===== src/logic/srv_pkg.sv =====
`default_nettype none
package srv_pkg;

  // ==========================================================
  // Register map
  localparam logic [7:0] SRV_STATUS_ADDR   = 8'h65;
  localparam logic [7:0] SRV_CONFIG_ADDR   = 8'h66;
  localparam logic [7:0] SRV_IRQ_STAT_ADDR = 8'h67;
  localparam logic [7:0] SRV_IRQ_MASK_ADDR = 8'h68;
  localparam logic [7:0] SRV_STATUS_RESET  = 8'h00;
  localparam logic [1:0] SRV_CONFIG_RESET  = 2'h0;
  localparam logic [2:0] SRV_IRQ_RESET     = 3'h0;

  // ==========================================================
  // Field positions
  localparam int SRV_CTX_LSB    = 6;
  localparam int SRV_RX_LSB     = 4;
  localparam int SRV_TX_LSB     = 2;
  localparam int SRV_MDM_LSB    = 0;
  localparam int SRV_CFG_REGACK = 0;
  localparam int SRV_CFG_CHAIN  = 1;

  // ==========================================================
  // Request type codes
  localparam logic [2:0] SRV_TYPE_NONE   = 3'h0;
  localparam logic [2:0] SRV_TYPE_MODEM  = 3'h1;
  localparam logic [2:0] SRV_TYPE_TX     = 3'h2;
  localparam logic [2:0] SRV_TYPE_RX     = 3'h3;
  localparam logic [2:0] SRV_TYPE_RX_EXC = 3'h7;

  // ==========================================================
  // Context codes
  localparam logic [1:0] SRV_CTX_NONE  = 2'h0;
  localparam logic [1:0] SRV_CTX_RX    = 2'h1;
  localparam logic [1:0] SRV_CTX_TX    = 2'h3;
  localparam logic [1:0] SRV_CTX_MODEM = 2'h2;
  localparam int         SRV_STACK_DEPTH = 4;

  // ==========================================================
  // Acknowledge kinds
  typedef enum logic [1:0]
  {
    SRV_ACK_RX    = 2'h0,
    SRV_ACK_TX    = 2'h1,
    SRV_ACK_MODEM = 2'h3
  } srv_ack_kind_t;

  typedef struct packed
  {
    logic rx_good;
    logic rx_exc;
    logic tx;
    logic modem;
  } srv_local_req_t;

  typedef struct packed
  {
    logic [7:0] addr;
    logic [7:0] wdata;
    logic       wr;
    logic       rd;
  } srv_bus_req_t;

endpackage
`default_nettype wire


===== src/logic/srv_request_vector.sv =====
// Our own choice: the plain strobed port.
`timescale 1ns/10ps
`default_nettype none
module srv_request_vector
(
  input  wire logic                    clk,
  input  wire logic                    rst_b,
  input  wire srv_pkg::srv_bus_req_t   bus,
  output var  logic [7:0]              rdata,
  input  wire srv_pkg::srv_local_req_t local_req,
  input  wire logic                    rx_wired_line_b,
  input  wire logic                    tx_wired_line_b,
  input  wire logic                    mdm_wired_line_b,
  input  wire logic                    ack_strobe,
  input  wire srv_pkg::srv_ack_kind_t  ack_kind,
  input  wire logic                    ctx_pop,
  output var  logic [2:0]              vector_type,
  output var  logic                    vector_valid,
  output var  logic                    irq
);
  import srv_pkg::*;

  // ==========================================================
  // Pin synchronisers
  logic [2:0] sync_a;
  logic [2:0] sync_b;
  logic [2:0] sync_c;
  logic [2:0] wired_line;
  logic [2:0] next_wired_line;

  always_comb
  begin
    next_wired_line = wired_line;
    for (int i = 0; i < 3; i++)
    begin
      if (sync_b[i] == sync_c[i])
      begin
        next_wired_line[i] = ~sync_c[i];
      end
    end
  end

  always_ff @(posedge clk or negedge rst_b)
  begin
    if (!rst_b)
    begin
      // Pins idle high: ones avoid a false request
      sync_a     <= 3'h7;
      sync_b     <= 3'h7;
      sync_c     <= 3'h7;
      wired_line <= 3'h0;
    end
    else
    begin
      sync_a     <= {rx_wired_line_b, tx_wired_line_b, mdm_wired_line_b};
      sync_b     <= sync_a;
      sync_c     <= sync_b;
      wired_line <= next_wired_line;
    end
  end

  // ==========================================================
  // Configuration and interrupt registers
  logic [1:0] config_reg;
  logic [1:0] next_config_reg;
  logic [2:0] irq_stat;
  logic [2:0] next_irq_stat;
  logic [2:0] irq_mask;
  logic [2:0] next_irq_mask;
  logic [2:0] events;
  logic [2:0] local_prev;
  logic [2:0] local_now;
  logic       register_ack_enable;
  logic       chain_cascade_enable;
  logic       next_irq;

  function automatic logic write_hit
  (
    input srv_bus_req_t req,
    input logic [7:0]   addr
  );
    return req.wr && (req.addr == addr);
  endfunction

  assign register_ack_enable  = config_reg[SRV_CFG_REGACK];
  assign chain_cascade_enable = config_reg[SRV_CFG_CHAIN];
  assign local_now = {local_req.rx_good | local_req.rx_exc,
                      local_req.tx, local_req.modem};
  assign events = local_now & ~local_prev;

  always_comb
  begin
    next_config_reg = config_reg;
    next_irq_mask   = irq_mask;
    next_irq_stat   = irq_stat;
    if (write_hit(bus, SRV_CONFIG_ADDR))
    begin
      next_config_reg = bus.wdata[1:0];
    end
    if (write_hit(bus, SRV_IRQ_MASK_ADDR))
    begin
      next_irq_mask = bus.wdata[2:0];
    end
    if (write_hit(bus, SRV_IRQ_STAT_ADDR))
    begin
      next_irq_stat = next_irq_stat & ~bus.wdata[2:0];
    end
    // Clear first, so an event in the same cycle wins
    next_irq_stat = next_irq_stat | events;
    next_irq      = |(next_irq_stat & next_irq_mask);
  end

  always_ff @(posedge clk or negedge rst_b)
  begin
    if (!rst_b)
    begin
      config_reg <= SRV_CONFIG_RESET;
      irq_mask   <= SRV_IRQ_RESET;
      irq_stat   <= SRV_IRQ_RESET;
      local_prev <= 3'h0;
      irq        <= 1'b0;
    end
    else
    begin
      config_reg <= next_config_reg;
      irq_mask   <= next_irq_mask;
      irq_stat   <= next_irq_stat;
      local_prev <= local_now;
      irq        <= next_irq;
    end
  end

  // ==========================================================
  // Vector type selection
  function automatic logic [2:0] type_of
  (
    input srv_ack_kind_t  kind,
    input srv_local_req_t req
  );
    logic [2:0] code;
    code = SRV_TYPE_NONE;
    case (kind)
      SRV_ACK_RX:
      begin
        if (req.rx_exc)
        begin
          code = SRV_TYPE_RX_EXC;
        end
        else if (req.rx_good)
        begin
          code = SRV_TYPE_RX;
        end
      end
      SRV_ACK_TX:
      begin
        if (req.tx)
        begin
          code = SRV_TYPE_TX;
        end
      end
      SRV_ACK_MODEM:
      begin
        if (req.modem)
        begin
          code = SRV_TYPE_MODEM;
        end
      end
      default:
      begin
        code = SRV_TYPE_NONE;
      end
    endcase
    return code;
  endfunction

  function automatic logic [1:0] ctx_of(input srv_ack_kind_t kind);
    logic [1:0] c;
    c = SRV_CTX_NONE;
    case (kind)
      SRV_ACK_RX:    c = SRV_CTX_RX;
      SRV_ACK_TX:    c = SRV_CTX_TX;
      SRV_ACK_MODEM: c = SRV_CTX_MODEM;
      default:       c = SRV_CTX_NONE;
    endcase
    return c;
  endfunction

  // ==========================================================
  // Acknowledge and context stack
  logic [1:0] stack [SRV_STACK_DEPTH];
  logic [1:0] next_stack [SRV_STACK_DEPTH];
  logic [2:0] next_vector_type;
  logic       next_vector_valid;
  logic [2:0] ack_code;
  logic       ack_take;

  assign ack_code = type_of(ack_kind, local_req);
  // Without local request the acknowledge passes down the chain, unless register_ack_enable is set and chain_cascade_enable is clear
  assign ack_take = ack_strobe &&
                    ((ack_code != SRV_TYPE_NONE) ||
                     (register_ack_enable && !chain_cascade_enable));

  always_comb
  begin
    next_stack        = stack;
    next_vector_type  = vector_type;
    next_vector_valid = 1'b0;
    // Push wins over a pop; bottom entry lost on overflow
    if (ack_take)
    begin
      next_vector_type  = ack_code;
      next_vector_valid = 1'b1;
      for (int i = SRV_STACK_DEPTH - 1; i > 0; i--)
      begin
        next_stack[i] = stack[i-1];
      end
      next_stack[0] = ctx_of(ack_kind);
    end
    else if (ctx_pop)
    begin
      for (int i = 0; i < SRV_STACK_DEPTH - 1; i++)
      begin
        next_stack[i] = stack[i+1];
      end
      next_stack[SRV_STACK_DEPTH-1] = SRV_CTX_NONE;
    end
  end

  always_ff @(posedge clk or negedge rst_b)
  begin
    if (!rst_b)
    begin
      for (int i = 0; i < SRV_STACK_DEPTH; i++)
      begin
        stack[i] <= SRV_CTX_NONE;
      end
      vector_type  <= SRV_TYPE_NONE;
      vector_valid <= 1'b0;
    end
    else
    begin
      stack        <= next_stack;
      vector_type  <= next_vector_type;
      vector_valid <= next_vector_valid;
    end
  end

  // ==========================================================
  // Status register and read port
  logic [7:0] status_word;
  logic [7:0] next_rdata;

  always_comb
  begin
    status_word = SRV_STATUS_RESET;
    status_word[SRV_CTX_LSB +: 2] = stack[0];
    // External bit set alone means a chained peer is pending
    status_word[SRV_RX_LSB +: 2]  = {wired_line[2], local_now[2]};
    status_word[SRV_TX_LSB +: 2]  = {wired_line[1], local_now[1]};
    status_word[SRV_MDM_LSB +: 2] = {wired_line[0], local_now[0]};
  end

  always_comb
  begin
    // Zero except in the cycle after a read
    next_rdata = 8'h00;
    if (bus.rd)
    begin
      case (bus.addr)
        SRV_STATUS_ADDR:   next_rdata = status_word;
        SRV_CONFIG_ADDR:   next_rdata = {6'h00, config_reg};
        SRV_IRQ_STAT_ADDR: next_rdata = {5'h00, irq_stat};
        SRV_IRQ_MASK_ADDR: next_rdata = {5'h00, irq_mask};
        default:           next_rdata = 8'h00;
      endcase
    end
  end

  always_ff @(posedge clk or negedge rst_b)
  begin
    if (!rst_b)
    begin
      rdata <= 8'h00;
    end
    else
    begin
      rdata <= next_rdata;
    end
  end

endmodule
`default_nettype wire

===== config.mk =====
export PLATFORM = sky130hd
export DESIGN_NAME = srv_request_vector
export DESIGN_NICKNAME = d
export VERILOG_FILES = /design/src/logic/srv_pkg.sv /design/src/logic/srv_request_vector.sv
export SDC_FILE = /design/constraint.sdc
export NUM_CORES = 1
export LEC_CHECK = 0
export ABC_AREA = 1
export CAP_MARGIN = 20
export CORE_MARGIN = 2
export CORE_UTILIZATION = 35
export CTS_CLUSTER_SIZE = 40
export DETAILED_ROUTE_END_ITERATION = 10
export DONT_BUFFER_PORTS = 1
export PLACE_DENSITY = 0.53
export SLEW_MARGIN = 25
export SYNTH_ARGS = -nofsm -noshare
export SYNTH_HDL_FRONTEND = slang
export SYNTH_SLANG_ARGS = --single-unit

===== constraint.sdc =====
create_clock -name clk -period 1.55 [get_ports clk]
set_input_delay 0.155 -clock clk [delete_from_list [all_inputs] [get_ports clk]]
set_output_delay 0.155 -clock clk [all_outputs]
set_load 0.03 [all_outputs]

==> metrics.txt <==
status=completed; Worst Min Path Start=bus[3]; most common cell in the netlist=nand2_1; port bufs=0; die footprint=0.00603 mm^2; sequential-to-total area share from yosys stat=58.6%; Leakage=1.10 nW; number of synthesized register bits=44; Mapped Area=0.00190 mm^2; Total GRT Usage=13.7%; crit path kind=in2reg; cell taking the most area after synthesis=dfrtp_1; Reg power frac=54.1%; async set or reset register ratio after synthesis=100%; die span in x=77.6 um; slew at the pin closest to its max-slew limit=324 ps; Comb pwr share=7.9%; CP Launch Point=local_req[3]; Vias/cell=4.67; TritonRoute pass-1 iters=4; nets=254; chip height=77.6 um; Clk pwr share=38.0%; crit start category=primary input; largest registers=rdata (8), stack (8); WHS=26.1 ps; num ports=44; Tcrit/Tclk final=83.5%; TritonCTS Buffers=5; grt total ovfl=0; synthesized instance count=204; H-tree depth=2; Critical Path Sink Type=flop; antenna-violating nets left=0; Core Footprint=0.00517 mm^2; DR iter-0 viols=53; DR vias=1373; RSZ-0062 raised after global routing=no; Ys Warns=0; share of layout cells above drive strength 1=21.0%; CP max FO=19; post-CTS resize count=0; largest cells by area after synthesis=dfrtp_1 (46%), dfstp_2 (12%), nand2_1 (11%); Finish-stage setup viols=0; post-synthesis xor/xnor area fraction=0%; worst relative slew slack=78.4%; largest net degree at the start of global routing=45; first-pass GRT wire length=6.49 mm; mux share of post-synthesis cell area=0%; Cell variety after synth=26; adder-cell share of the synthesized area=0%; FP Rows=26; placed cell count=272; Max VDD drop=0.681 mV; TNS Setup=0 ps; Area Overhead vs Synth=18.3%; Initial Util=36.7%; CTS tree=done; Psw=579 uW; Final Max Tran Viols=0; Finished Layout Cells=294; post-synth net total=235; Main synth FF type=dfrtp_1; skew final=7.18 ps; switching share of power=24.1%; Clock Tree Root=clkbuf_8; Worst Hold Class=in2reg; Remaining DRCs=0; most frequent cells after synthesis=nand2_1 (54), dfrtp_1 (35), nand3_1 (28), inv_1 (19), nor2_1 (11); Int Pwr=1.83 mW; syn_area_per_cell=9.30 um^2; # diodes=0; Compound-Gate Fraction of Synth Area=4.22%; initial antenna violation count=0; final core occ=43.4%; Yosys top cell area share=46.1%; Post-DP HPWL=2.58 mm; Final Hold Violating Endpoints=0; launch point of the worst reg-to-reg path=config_reg[1]; Pwr per Cell Area=1070 mW/mm^2; vias in the first global route=1331; Post-Synth Simple-Gate Area=30.5%; Clock Latency Late Sink=290 ps; Max-cap violations=0; Clock Tree Buf Depth=2; critical path required time=1730 ps; Post-synth EDFFs=0; Fmax=773 MHz; WL per Instance=12.8 um; Period minus WS final=1290 ps; clock slew at reported path FFs=80 ps; final WL=3.76 mm; routability cong.=0.747; worst path arrival time=1480 ps; largest family of logic cells by synthesized area=simple AND/OR/NAND/NOR gates; clk sinks=44
[critical path, cell delays in order]
cell	delay, ps
dlygate4sd3_1	560
inv_2	70
nand2_2	70
nand3_2	80
nand4_2	100
nand2_4	200
inv_4	90
nand2_1	70
nand3_1	70
[cell type report]
cell class                 instances  area [um^2]
clock buffer                       6         82.6
sequential                        44         1110
timing repair buffer              14          158
fill                             499         2930
inverter                          28          108
tap                               70         87.6
multi-input combinational        130          659
clock inverter                     2         38.8
[routing by layer]
layer / GRT usage [%] / part of all wire, % / vias to the layer above
li1: - / - / 689
met1: 19.8 / 50 / 640
met2: 18.5 / 42 / 42
met3: 5.35 / 7.5 / 2
met4: 4.82 / 0.90 / 0
met5: 0 / 0 / -
[cell usage in the layout, fill, tap and decap left out, types with 2 or more instances in the layout]
master / n
o21ai_0: 4
nand2_1: 54
clkbuf_8: 6
nand3_1: 28
a21oi_1: 2
inv_2: 8
o21ai_2: 2
inv_1: 19
nor2_4: 3
dlygate4sd3_1: 13
nor2_1: 11
o21ai_1: 5
dfrtp_1: 35
nand2_2: 4
nand4_1: 3
dfstp_2: 9
nand3_2: 6
[final timing paths]
| check | endpoint | slack [ps] | cells past startpoint |
|---|---|---|---|
| min | irq_mask[1] | 30 | 2 |
| max reg2reg | stack[3] | 350 | 7 |
| min in group asynchronous | vector_type[0] | 360 | 2 |
| min reg2reg | sync_b[0] | 360 | 0 |
| max in group asynchronous | sync_b[1] | 920 | 2 |
| max | stack[3] | 260 | 9 |
[metrics by stage]
stage / total power [mW] / cell area, um^2 / setup WS [ps]
2_1_floorplan: 1.43 / 1900 / 514
5_1_grt: 2.55 / 2250 / 156
3_5_place_dp: 1.46 / 1970 / 366
6_report: 2.41 / 2250 / 256
4_1_cts: 2.46 / 2250 / 253
3_3_place_gp: 1.46 / 1970 / 354
[repair_timing]
item                                   in CTS  in global routing
hold buffers                               14                  0
setup buffers                               0                  0
endpoints found under the hold margin      58                  0
[power groups by stage]
stage	Sequential, mW	Combinational, mW	Clock (mW)
3_5_place_dp	1.32	0.133	0
6_report	1.30	0.191	0.916
4_1_cts	1.30	0.195	0.959
2_1_floorplan	1.31	0.118	0
5_1_grt	1.31	0.221	1.01
3_3_place_gp	1.32	0.132	0
[cell families (layout without fill, tap and decap cells)]
family | after synthesis | in the layout
DFF | 44 | 44
AOI/OAI and AO/OA | 14 | 14
and+or+nand+nor | 116 | 116
buffers and inverters | 30 | 50
No activity file was read; power rests on OpenSTA's default activity.
